`src/inc/lnmc_defs.svh`:
```
`ifndef LNMC_DEFS_SVH
`define LNMC_DEFS_SVH

`define LNMC_CLK_MHZ        40
`define LNMC_EN_TIME_US     20
`define LNMC_EN_CYC         (`LNMC_EN_TIME_US * `LNMC_CLK_MHZ)
`define LNMC_WAKE_FILT_US   30
`define LNMC_WAKE_FILT_CYC  (`LNMC_WAKE_FILT_US * `LNMC_CLK_MHZ)
`define LNMC_TX_TO_US       20000
`define LNMC_BUS_TO_US      20000
`define LNMC_INT_PULSE_US   2
`define LNMC_INT_PULSE_CYC  (`LNMC_INT_PULSE_US * `LNMC_CLK_MHZ)

`define LNMC_MODE_OFF       2'h0
`define LNMC_MODE_WAKE      2'h1
`define LNMC_MODE_RXO       2'h2
`define LNMC_MODE_NORM      2'h3

`define LNMC_SYNC_RST       4'hb
`define LNMC_FIFO_DEPTH     4
`define LNMC_EVT_W          3
`endif

```
`src/inc/lnmc_pkg.sv`:
```
package lnmc_pkg;
   typedef enum logic [3:0] {
      TRX_OFF  = 4'h1,
      TRX_WAKE = 4'h2,
      TRX_RXO  = 4'h4,
      TRX_NORM = 4'h8
   } lnmc_trx_t;

   typedef enum logic [2:0] {
      DEV_NORMAL   = 3'h0,
      DEV_STOP     = 3'h1,
      DEV_SLEEP    = 3'h2,
      DEV_RESTART  = 3'h3,
      DEV_FAILSAFE = 3'h4
   } lnmc_dev_t;

   typedef logic [23:0] lnmc_cnt_t;
endpackage

```
`src/core/lnmc_core.sv`:
```
`timescale 1ns/100ps
`default_nettype none
`include "lnmc_defs.svh"

module lnmc_fifo #(
   parameter int WIDTH = `LNMC_EVT_W,
   parameter int DEPTH = `LNMC_FIFO_DEPTH
) (
   input  wire logic             sys_clk,
   input  wire logic             rst_n,
   input  wire logic             in_valid,
   output var  logic             in_ready,
   input  wire logic [WIDTH-1:0] in_data,
   output var  logic             out_valid,
   input  wire logic             out_ready,
   output var  logic [WIDTH-1:0] out_data
);
   localparam int AW = $clog2(DEPTH);
   logic [WIDTH-1:0] mem [DEPTH];
   logic [AW-1:0]    wr_ptr;
   logic [AW-1:0]    rd_ptr;
   logic [AW:0]      count;
   logic             push;
   logic             pop;
   logic [AW-1:0]    next_rd_ptr;

   assign push = in_valid && in_ready;
   assign pop  = out_valid && out_ready;
   assign next_rd_ptr = !pop ? rd_ptr : (rd_ptr == AW'(DEPTH - 1)) ? '0 : rd_ptr + 1'b1;

   // head word registered; a push into an emptying queue bypasses storage
   always_ff @(posedge sys_clk) begin
      if (push) begin
         mem[wr_ptr] <= in_data;
      end
      if (push && wr_ptr == next_rd_ptr) begin
         out_data <= in_data;
      end else begin
         out_data <= mem[next_rd_ptr];
      end
   end

   always_ff @(posedge sys_clk or negedge rst_n) begin
      if (!rst_n) begin
         wr_ptr    <= '0;
         rd_ptr    <= '0;
         count     <= '0;
         in_ready  <= 1'b1;
         out_valid <= 1'b0;
      end else begin
         if (push) begin
            wr_ptr <= (wr_ptr == AW'(DEPTH - 1)) ? '0 : wr_ptr + 1'b1;
         end
         if (pop) begin
            rd_ptr <= (rd_ptr == AW'(DEPTH - 1)) ? '0 : rd_ptr + 1'b1;
         end
         if (push && !pop) begin
            count     <= count + 1'b1;
            in_ready  <= (count != (AW + 1)'(DEPTH - 1));
            out_valid <= 1'b1;
         end else if (pop && !push) begin
            count     <= count - 1'b1;
            in_ready  <= 1'b1;
            out_valid <= (count != (AW + 1)'(1));
         end
      end
   end
endmodule

module lnmc_core import lnmc_pkg::*; #(
   parameter int TX_TO_CYC  = `LNMC_TX_TO_US * `LNMC_CLK_MHZ,
   parameter int BUS_TO_CYC = `LNMC_BUS_TO_US * `LNMC_CLK_MHZ
) (
   input  wire logic       sys_clk,
   input  wire logic       rst_n,
   input  wire logic       lin_tx_input,
   input  wire logic       lin_bus_in,
   output var  logic       lin_bus_drive,
   output var  logic       lin_rx_output,
   output var  logic       interrupt_out_n,
   input  wire logic [2:0] dev_mode,
   input  wire logic [1:0] trx_mode_req,
   input  wire logic       trx_mode_wr,
   output var  logic [1:0] trx_mode_rd,
   input  wire logic       battery_side_supply_uv,
   input  wire logic       serial_select_n,
   input  wire logic       low_slope_select,
   input  wire logic       flash_select,
   output var  logic       slope_low,
   output var  logic       slope_off,
   input  wire logic       wake_enables_watchdog,
   input  wire logic       watchdog_active,
   output var  logic       watchdog_enable_set,
   output var  logic       restart_req,
   output var  logic       wake_status_reg,
   input  wire logic       wake_status_clr,
   output var  logic       lin_fail,
   input  wire logic       lin_fail_clr,
   output var  logic       wake_evt_valid,
   output var  logic [2:0] wake_evt_mode,
   input  wire logic       wake_evt_ready
);
   localparam lnmc_cnt_t EN_LIM   = lnmc_cnt_t'(`LNMC_EN_CYC);
   localparam lnmc_cnt_t WAKE_LIM = lnmc_cnt_t'(`LNMC_WAKE_FILT_CYC);
   localparam lnmc_cnt_t TX_LIM   = lnmc_cnt_t'(TX_TO_CYC);
   localparam lnmc_cnt_t BUS_LIM  = lnmc_cnt_t'(BUS_TO_CYC);
   localparam lnmc_cnt_t INT_LIM  = lnmc_cnt_t'(`LNMC_INT_PULSE_CYC);
   localparam logic [3:0] SYNC_RST = `LNMC_SYNC_RST;

   wire logic  [3:0] sync_b;
   logic       tx_s, bus_s, uv_s, csn_s;
   logic       bus_prev, csn_prev;
   lnmc_dev_t  dev, dev_prev;
   lnmc_trx_t  trx, next_trx;
   logic       wake_armed, rx_hold, wake_det, wake_pend, wk_active;
   logic       tx_armed, en_done, tx_to, tx_to_evt, clamp_evt, fifo_ready;
   lnmc_cnt_t  en_cnt, wk_cnt, tx_cnt, bus_cnt, int_cnt;
   logic       dev_norm, dev_stop, dev_sleep, dev_fs, fs_entry, rearm_entry;

   // two-stage synchronisers for pin inputs
   genvar gi;
   generate
      for (gi = 0; gi < 4; gi++) begin : g_sync
         logic a, b;
         always_ff @(posedge sys_clk or negedge rst_n) begin
            if (!rst_n) begin
               a <= SYNC_RST[gi];
               b <= SYNC_RST[gi];
            end else begin
               a <= (gi == 0) ? lin_tx_input : (gi == 1) ? lin_bus_in :
                    (gi == 2) ? battery_side_supply_uv : serial_select_n;
               b <= a;
            end
         end
         assign sync_b[gi] = b;
      end
   endgenerate
   assign tx_s  = sync_b[0];
   assign bus_s = sync_b[1];
   assign uv_s  = sync_b[2];
   assign csn_s = sync_b[3];

   assign dev         = lnmc_dev_t'(dev_mode);
   assign dev_norm    = (dev == DEV_NORMAL);
   assign dev_stop    = (dev == DEV_STOP);
   assign dev_sleep   = (dev == DEV_SLEEP);
   assign dev_fs      = (dev == DEV_FAILSAFE);
   assign fs_entry    = dev_fs && (dev_prev != DEV_FAILSAFE);
   assign rearm_entry = (dev != dev_prev) && (dev_stop || dev_sleep || dev_fs);

   always_ff @(posedge sys_clk or negedge rst_n) begin
      if (!rst_n) begin
         bus_prev <= 1'b1;
         csn_prev <= 1'b1;
         dev_prev <= DEV_NORMAL;
      end else begin
         bus_prev <= bus_s;
         csn_prev <= csn_s;
         dev_prev <= dev;
      end
   end

   // transceiver mode selection
   always_comb begin
      next_trx = trx;
      if (fs_entry) begin
         next_trx = TRX_WAKE;
      end else if (trx_mode_wr) begin
         unique case (trx_mode_req)
            `LNMC_MODE_OFF: next_trx = TRX_OFF;
            `LNMC_MODE_WAKE: begin
               if (!dev_fs) begin
                  next_trx = TRX_WAKE;
               end
            end
            `LNMC_MODE_RXO: begin
               if (dev_norm || dev_stop) begin
                  next_trx = TRX_RXO;
               end
            end
            `LNMC_MODE_NORM: begin
               if (dev_norm || dev_stop) begin
                  next_trx = TRX_NORM;
               end
            end
         endcase
      end
   end

   always_ff @(posedge sys_clk or negedge rst_n) begin
      if (!rst_n) begin
         trx         <= TRX_OFF;
         trx_mode_rd <= `LNMC_MODE_OFF;
      end else begin
         trx <= next_trx;
         unique case (next_trx)
            TRX_OFF:  trx_mode_rd <= `LNMC_MODE_OFF;
            TRX_WAKE: trx_mode_rd <= `LNMC_MODE_WAKE;
            TRX_RXO:  trx_mode_rd <= `LNMC_MODE_RXO;
            TRX_NORM: trx_mode_rd <= `LNMC_MODE_NORM;
         endcase
      end
   end

   // enabling time and fresh-dominant arming
   assign en_done = (en_cnt >= EN_LIM);
   always_ff @(posedge sys_clk or negedge rst_n) begin
      if (!rst_n) begin
         en_cnt   <= '0;
         tx_armed <= 1'b0;
      end else begin
         if (trx != TRX_NORM) begin
            en_cnt <= '0;
         end else if (!en_done) begin
            en_cnt <= en_cnt + 1'b1;
         end
         if (trx != TRX_NORM || !en_done) begin
            tx_armed <= 1'b0;
         end else if (tx_s) begin
            tx_armed <= 1'b1;
         end
      end
   end

   // transmit dominant time-out and bus clamping
   assign tx_to_evt = (trx == TRX_NORM) && !tx_s && (tx_cnt == TX_LIM - 1'b1);
   assign clamp_evt = (trx == TRX_NORM || trx == TRX_RXO) && !bus_s
                      && (bus_cnt == BUS_LIM - 1'b1);
   always_ff @(posedge sys_clk or negedge rst_n) begin
      if (!rst_n) begin
         tx_cnt  <= '0;
         bus_cnt <= '0;
         tx_to   <= 1'b0;
      end else begin
         if (tx_s || trx != TRX_NORM) begin
            tx_cnt <= '0;
         end else if (tx_cnt != TX_LIM) begin
            tx_cnt <= tx_cnt + 1'b1;
         end
         if (bus_s || !(trx == TRX_NORM || trx == TRX_RXO)) begin
            bus_cnt <= '0;
         end else if (bus_cnt != BUS_LIM) begin
            bus_cnt <= bus_cnt + 1'b1;
         end
         if (tx_s) begin
            tx_to <= 1'b0;
         end else if (tx_to_evt) begin
            tx_to <= 1'b1;
         end
      end
   end

   always_ff @(posedge sys_clk or negedge rst_n) begin
      if (!rst_n) begin
         lin_fail <= 1'b0;
      end else if (tx_to_evt || clamp_evt) begin
         lin_fail <= 1'b1;
      end else if (lin_fail_clr) begin
         lin_fail <= 1'b0;
      end
   end

   always_ff @(posedge sys_clk or negedge rst_n) begin
      if (!rst_n) begin
         lin_bus_drive <= 1'b0;
      end else begin
         lin_bus_drive <= (trx == TRX_NORM) && tx_armed && !tx_s && !tx_to
                          && !uv_s;
      end
   end

   // bus wake detection
   assign wake_det = wk_active && (trx == TRX_WAKE) && !uv_s && !bus_prev && bus_s
                     && (wk_cnt >= WAKE_LIM);
   always_ff @(posedge sys_clk or negedge rst_n) begin
      if (!rst_n) begin
         wk_active <= 1'b0;
         wk_cnt    <= '0;
      end else begin
         if (trx != TRX_WAKE || !wake_armed || wake_pend || uv_s || bus_s) begin
            wk_active <= 1'b0;
            wk_cnt    <= '0;
         end else if (bus_prev) begin
            wk_active <= 1'b1;
            wk_cnt    <= '0;
         end else if (wk_cnt != WAKE_LIM) begin
            wk_cnt <= wk_cnt + 1'b1;
         end
      end
   end

   always_ff @(posedge sys_clk or negedge rst_n) begin
      if (!rst_n) begin
         wake_armed <= 1'b0;
      end else if (wake_det) begin
         wake_armed <= 1'b0;
      end else if (rearm_entry || (next_trx == TRX_WAKE && trx != TRX_WAKE)) begin
         wake_armed <= 1'b1;
      end
   end

   always_ff @(posedge sys_clk or negedge rst_n) begin
      if (!rst_n) begin
         rx_hold <= 1'b0;
      end else if (wake_det) begin
         rx_hold <= 1'b1;
      end else if (next_trx != TRX_WAKE) begin
         rx_hold <= 1'b0;
      end
   end

   always_ff @(posedge sys_clk or negedge rst_n) begin
      if (!rst_n) begin
         lin_rx_output <= 1'b1;
      end else if (uv_s) begin
         lin_rx_output <= 1'b1;
      end else if (rx_hold) begin
         lin_rx_output <= 1'b0;
      end else if (trx == TRX_NORM || trx == TRX_RXO) begin
         lin_rx_output <= bus_s;
      end else begin
         lin_rx_output <= 1'b1;
      end
   end

   // wake reactions on the device side
   always_ff @(posedge sys_clk or negedge rst_n) begin
      if (!rst_n) begin
         wake_status_reg <= 1'b0;
      end else if (wake_det) begin
         wake_status_reg <= 1'b1;
      end else if (wake_status_clr) begin
         wake_status_reg <= 1'b0;
      end
   end

   always_ff @(posedge sys_clk or negedge rst_n) begin
      if (!rst_n) begin
         int_cnt         <= '0;
         interrupt_out_n <= 1'b1;
      end else if (wake_det && (dev_norm || dev_stop)) begin
         int_cnt         <= INT_LIM - 1'b1;
         interrupt_out_n <= 1'b0;
      end else if (int_cnt != '0) begin
         int_cnt <= int_cnt - 1'b1;
      end else begin
         interrupt_out_n <= 1'b1;
      end
   end

   always_ff @(posedge sys_clk or negedge rst_n) begin
      if (!rst_n) begin
         restart_req         <= 1'b0;
         watchdog_enable_set <= 1'b0;
      end else begin
         restart_req         <= wake_det && (dev_sleep || dev_fs);
         watchdog_enable_set <= wake_det && dev_stop && !watchdog_active
                                && wake_enables_watchdog;
      end
   end

   // event queue toward the controller; a full queue stalls detection
   always_ff @(posedge sys_clk or negedge rst_n) begin
      if (!rst_n) begin
         wake_pend <= 1'b0;
      end else if (wake_det) begin
         wake_pend <= 1'b1;
      end else if (fifo_ready) begin
         wake_pend <= 1'b0;
      end
   end

   logic [2:0] pend_mode;
   always_ff @(posedge sys_clk or negedge rst_n) begin
      if (!rst_n) begin
         pend_mode <= 3'h0;
      end else if (wake_det) begin
         pend_mode <= dev_mode;
      end
   end

   lnmc_fifo #(.WIDTH(`LNMC_EVT_W), .DEPTH(`LNMC_FIFO_DEPTH)) u_evt_fifo (
      .sys_clk   (sys_clk),
      .rst_n     (rst_n),
      .in_valid  (wake_pend),
      .in_ready  (fifo_ready),
      .in_data   (pend_mode),
      .out_valid (wake_evt_valid),
      .out_ready (wake_evt_ready),
      .out_data  (wake_evt_mode)
   );

   // slope and flash selection taken at select release in normal mode
   always_ff @(posedge sys_clk or negedge rst_n) begin
      if (!rst_n) begin
         slope_low <= 1'b0;
         slope_off <= 1'b0;
      end else if (!csn_prev && csn_s && dev_norm) begin
         slope_low <= low_slope_select;
         slope_off <= flash_select;
      end
   end

   // run length of dominant bus samples, kept apart from the wake filter
   lnmc_cnt_t low_run;
   always_ff @(posedge sys_clk or negedge rst_n) begin
      if (!rst_n) begin
         low_run <= '0;
      end else if (bus_s) begin
         low_run <= '0;
      end else if (low_run <= WAKE_LIM) begin
         low_run <= low_run + 1'b1;
      end
   end
endmodule
`default_nettype wire

```
`config.mk`:
```
export PLATFORM = sky130hd
export DESIGN_NAME = lnmc_core
export DESIGN_NICKNAME = d
export VERILOG_FILES = /design/src/inc/lnmc_pkg.sv /design/src/core/lnmc_core.sv
export VERILOG_INCLUDE_DIRS = /design/src /design/src/inc
export SDC_FILE = /design/constraint.sdc
export NUM_CORES = 1
export LEC_CHECK = 0
export BUFFER_PORTS_ARGS = -buffer_cell sky130_fd_sc_hd__buf_2
export CAP_MARGIN = 20
export CORE_ASPECT_RATIO = 0.7
export CORE_MARGIN = 4
export CORE_UTILIZATION = 43
export DETAILED_ROUTE_END_ITERATION = 10
export GPL_TIMING_DRIVEN = 1
export MAX_ROUTING_LAYER = met4
export PLACE_DENSITY = 0.59
export SLEW_MARGIN = 10
export SYNTH_ARGS = -nofsm -noshare
export SYNTH_HDL_FRONTEND = slang
export SYNTH_SLANG_ARGS = --single-unit
export TNS_END_PERCENT = 20
```
`constraint.sdc`:
```
create_clock -name sys_clk -period 3.8 [get_ports sys_clk]
set_input_delay 0.38 -clock sys_clk [delete_from_list [all_inputs] [get_ports sys_clk]]
set_output_delay 0.38 -clock sys_clk [all_outputs]
set_load 0.05 [all_outputs]
```
# [After elaboration in Yosys (flattened, before gate mapping)]
# Memories as Yosys holds them, arrays and structs flattened. A register that Yosys moved wholly into a read port is not among the register bits.
# Cells that the tools add are included.
[word_totals] reg_bits=166 latchBits=0 mem_bits_rw=12 rom_bits=0 out_inout_bits=15 elab_cells=199 memories=1
[op_classes] add_sub_neg=9 multipliers=0 div_mod_pow=0 magnitude_cmp=2 eq_ne=29 n_shift=0 n_mux=50 n_bitwise=0 n_reduce_logical=69
[mem_list] memory="u_evt_fifo.mem" depth=4 width=3 read_ports=1 rd_ports_with_merged_regs=1 wr=1 line="lnmc_core.sv:19" text="logic [WIDTH-1:0] mem [DEPTH];"
[ops] operator="$mux W24" n=11
[ops] operator="$add A24 B1 Y24 const B" n=4
[ops] operator="$eq A24 B20 Y1 const B" n=2
[ops] operator="$ne A24 B20 Y1 const B" n=2
[ops] operator="$logic_and A1 B1 Y1" n=27
[ops] operator="$mux W1" n=27
[ops] operator="$ge A24 B10 Y1 const B" n=1
[ops] operator="$ge A24 B11 Y1 const B" n=1
[ops] operator="$ne A24 B11 Y1 const B" n=1
[ops] operator="$reduce_bool A2 Y1" n=12
[ops] operator="$reduce_bool A24 Y1" n=1
[ops] operator="$sub A24 B1 Y24 const B" n=1
[ops] operator="$mux W4" n=5
[ops] operator="$pmux W4 S4" n=1
[ops] operator="$logic_or A1 B1 Y1" n=14
[ops] operator="$logic_not A1 Y1" n=12
[ops] operator="$eq A2 B2 Y1 const B" n=4
[ops] operator="$eq A4 B2 Y1 const B" n=2
[ops] operator="$eq A4 B3 Y1 const B" n=2
[ops] operator="$eq A4 B4 Y1 const B" n=2
[ops] operator="$ne A4 B2 Y1 const B" n=2
[ops] operator="$pmux W2 S4" n=1
[ops] operator="$mux W2" n=3
[ops] operator="$mux W3" n=2
[ops] operator="other kinds (18)" n=19

# [Logic depth before layout (Yosys ltp)]
[logic_depth] word_depth=11 depth_mapped=7 depth_no_buf=7

# [Modules after synthesis]
# A second synthesis with hierarchy kept.
[unflattened] hier_cells=820 area_unflattened_um2=8519.4
[by_module_without_submodules] module="lnmc_core" instances=1 cells_per_inst=744 area_per_inst_um2=7465.9 seq_area_each_um2=3942.5
[by_module_without_submodules] module="lnmc_fifo" instances=1 cells_per_inst=76 area_per_inst_um2=1053.5 seq_area_each_um2=626.9

# [Worst setup path after synthesis]
# OpenSTA, ideal clock, no wires.
[synth_path] path_kind="register to register" from="register trx[2]" to="register pend_mode[1]" setup_time_ns=0.125 arrival_ns=2.136 setup_slack_ns=1.539 stages_incl_launch_ff=7 period_less_slack_ns=2.261 cell_sequence="dfrtp_1 > or4b_1 > or2_1 > or3_1 > or2_4 > buf_6 > mux2_4"
[synth_via] elab_chain_len=6
[synth_lines] element="start, declared" line="lnmc_core.sv:114" text="lnmc_trx_t trx, next_trx;"
[synth_lines] element="start signal, assigned" line="lnmc_core.sv:195" text="trx <= next_trx;"
[synth_lines] element="$eq A4 B2 Y1" line="lnmc_core.sv:273" text="assign wake_det = wk_active && (trx == TRX_WAKE) && !uv_s && !bus_prev && bus_s"
[synth_lines] element="$logic_and A1 B1 Y1 (4 in series)" line="lnmc_core.sv:273"
[synth_lines] element="$logic_and A1 B1 Y1" line="lnmc_core.sv:274" text="&& (wk_cnt >= WAKE_LIM);"
[synth_lines] element="end signal, assigned" line="lnmc_core.sv:378" text="pend_mode <= dev_mode;"
[synth_lines] element="end, declared" line="lnmc_core.sv:373" text="logic [2:0] pend_mode;"
# Every way passes these cells.
# A chain may end at the register's enable or synchronous reset.

# [Worst setup path in the final report]
[layout_path] from="register int_cnt[20]" to="register int_cnt[13]"
[layout_via] elab_chain_len=2
[layout_lines] element="start, declared" line="lnmc_core.sv:117" text="lnmc_cnt_t en_cnt, wk_cnt, tx_cnt, bus_cnt, int_cnt;"
[layout_lines] element="start signal, assigned" line="lnmc_core.sv:342" text="int_cnt <= INT_LIM - 1'b1;"
[layout_lines] element="start signal, assigned" line="lnmc_core.sv:345" text="int_cnt <= int_cnt - 1'b1;"
[layout_lines] element="$reduce_bool A24 Y1" line="lnmc_core.sv:344" text="end else if (int_cnt != '0) begin"
[layout_lines] element="$reduce_bool A2 Y1 (no line)"
# Every way passes these cells.

==> metrics.cfg <==
[run_status]
run_status=finished, final reports clean

[finish]
final_cell_mix=dfrtp_1, nor2_1, xor2_1
final_cells=1125
fin_util_pct=49.6
final_net_count=884
drive_gt1_share_pct=11.6
multi_input_area_um2=3680
final_common_cell=dfrtp_1
design_area_um2=9480
synthToLayoutAreaGrowth_pct=12.1
regArea_um2=4570
fillers=1755

[power]
seq_power_share_pct=49.9
p_switching_mw=1.19
switching_share_pct=27.6
irDropWorstVdd_mv=0.283
power_density_nw_per_um2=456
p_comb_share_pct=11.3
p_clk_share_pct=38.8
cellLeakagePower_nw=3.81
p_total_mw=4.32
power.internal_mw=3.13

[critical_path]
cp-start-kind=flip-flop
rrSetupSlack_ns=1.11
cp-end-kind=flip-flop
cp_top_family=simple AND/OR/NAND/NOR gates
slowest_stage=o21ai_0
cpPeakStageDelay_ns=0.73
worst-path-buf-inv=0
cp_num_cells=5
crit_arrival_ns=3.04
worstPathCellList=nor4_1 > nand4_1 > o21ai_0 > o21ai_0 > a21oi_1
timing.rr.end=int_cnt[13]
critPathKind=flip-flop to flip-flop
cp_max_fo=8
r2r-start=int_cnt[20]
critPathMostFrequentCell=o21ai_0
worstPathRequired_ns=4.15
r2r_cells=5

[die]
ios=34
die_x_um=176
die-area_um2=22000
rows=42
start_util_pct=44.2
die_h_um=125
core_region_area_um2=19100

[global_route]
grt_pass1_wl_um=28700
grt_usage_pct=16.1
overflow=0
grt_start_max_net_pins=93
grt_pass1_vias=5886
antenna_found_initial=2

[synth]
synthCells=814
synthTopCellsByArea=dfrtp_1, nor2_1, xor2_1
synth_edf_count=12
netlist_area_um2=8460
ys_types=58
ys.warnings.count=0
seq_area_frac_synth_pct=54.0
synth_ff_type=dfrtp_1
yosys_register_bits=180
yosysTopAreaCellShare_pct=45.5
syn_nets=852
yosys.area.top_type=dfrtp_1
syn_area_per_cell_um2=10.4
async_reset_ff_share_pct=92.2

[detailed_routing]
vias=5965
wl_um=16700
drc_errors=0
post_drt_wl_per_cell_um=14.9
vias_per_cell=5.30
drtIter0Drc=352
drt-pass1-iter-count=5
antenna_left=0

[clock_network]
tritoncts=done
cts_resized=0
clkLatencyLatePin_ns=0.42
htreeDepth=4
cts.sinks=180
cts_buffer_depth=2
path_clk_slew_ns=0.07
postCtsSetupRepairBufs=0
cts-buffers-inserted=17
cts_hold_buffers=0
root_buffer=clkbuf_16

[placement]
io_buffer_count=33
placed_area_um2=8910
preCtsSetupSlack_ns=1.17
dpl.hpwl_um=11400
gp_congestion=0.833
place_inst=1091

[sta]
setup_tns_ns=0
finClkSkew_ns=0.0113
worst_slew_pin_slew_ns=0.942
hold_viol=0
slew-limit-headroom_pct=37.2
min_period_over_period_pct=70.8
setup_violations=0
timing.fmax_ghz=0.372
fin_hold_ws_ns=0.0260
finalMaxSlewViolations=0
grt_setup_unrepaired=no
finalWorstSetupSlack_ns=1.11
final.min_clock_period_ns=2.69

[run]
cap_violations=0

[worst_hold_path]
hold_path.class=primary input to async pin

worst max path at each step:
stage | start | endpoint | slack, ns
after floorplan | trx[2] | pend_mode[1] | 1.54
after global placement | int_cnt[21] | int_cnt[13] | 1.36
after detailed placement | int_cnt[20] | int_cnt[13] | 1.17
after CTS | int_cnt[20] | int_cnt[13] | 1.17
after global routing | int_cnt[20] | int_cnt[13] | 0.75
final | int_cnt[20] | int_cnt[13] | 1.11
power groups by stage:
| stage | registers [mW] | clock network [mW] | logic [mW] |
|---|---|---|---|
| 2_1_floorplan | 2.21 | 0 | 0.324 |
| 3_3_place_gp | 2.19 | 0 | 0.480 |
| 3_5_place_dp | 2.20 | 0 | 0.495 |
| 4_1_cts | 2.16 | 1.74 | 0.497 |
| 5_1_grt | 2.17 | 1.82 | 0.549 |
| 6_report | 2.16 | 1.67 | 0.488 |
layout make-up:
| type | count | share of cell area, % |
|---|---|---|
| diodes | 2 | 0.0528 |
| clock buffers | 18 | 4.75 |
| clock inverters | 14 | 1.24 |
| inverters | 32 | 1.27 |
| multi-input cells | 578 | 38.8 |
| flip-flops and latches | 180 | 48.2 |
| well taps | 264 | 3.48 |
| repair buffers | 37 | 2.26 |
worst reg2reg max path, cell delays in order, from the launching register on:
cell     delay (ns)
dfrtp_1        0.43
nor4_1         0.69
nand4_1        0.40
o21ai_0        0.74
o21ai_0        0.20
a21oi_1        0.17
cell usage after synthesis, drive strengths merged (2+ instances only):
library cell and instances:
clkbuf 20, nor3 25, o41ai 2, or4b 2, and2 18, and4b 2, inv 32, or4 5
a21oi 22, nand4 23, ha 19, dfxtp 2, a21o 3, nor4b 11, nor2 116, o31ai 2
mux2i 5, or3 18, dfrtp 154, o21ai 32, or3b 3, and3 20, edfxtp 12, a31oi 6
or2 7, nand2 39, mux4 3, dfstp 12, nand2b 7, o211ai 3, buf 4, nor4 22
xnor2 42, and4 8, nor2b 3, a311oi 3, mux2 7, nand3 34, o21bai 3, xor2 43
nor3b 9
per-layer routing:
| layer | GRT usage [%] | share of wire (%) | vias up | wire (µm) |
|---|---|---|---|---|
| li1 | - | - | 2914 | - |
| met1 | 23.1 | 52 | 2971 | 8620 |
| met2 | 23.2 | 45 | 68 | 7490 |
| met3 | 3.47 | 2.9 | 12 | 480 |
| met4 | 4.22 | 0.78 | 0 | 131 |
| met5 | - | 0 | - | 0 |
kinds of logic after synthesis:
| group | count (synthesis) | synth area share, % |
|---|---|---|
| compound gates | 84 | 5.94 |
| xor+xnor | 85 | 8.80 |
| simple gates | 375 | 23.4 |
| mux | 15 | 2.41 |
| flops | 180 | 54.0 |
| fa+ha+maj | 19 | 2.81 |
| buf+inv | 56 | 2.62 |
No activity file was read; power rests on OpenSTA's default activity.
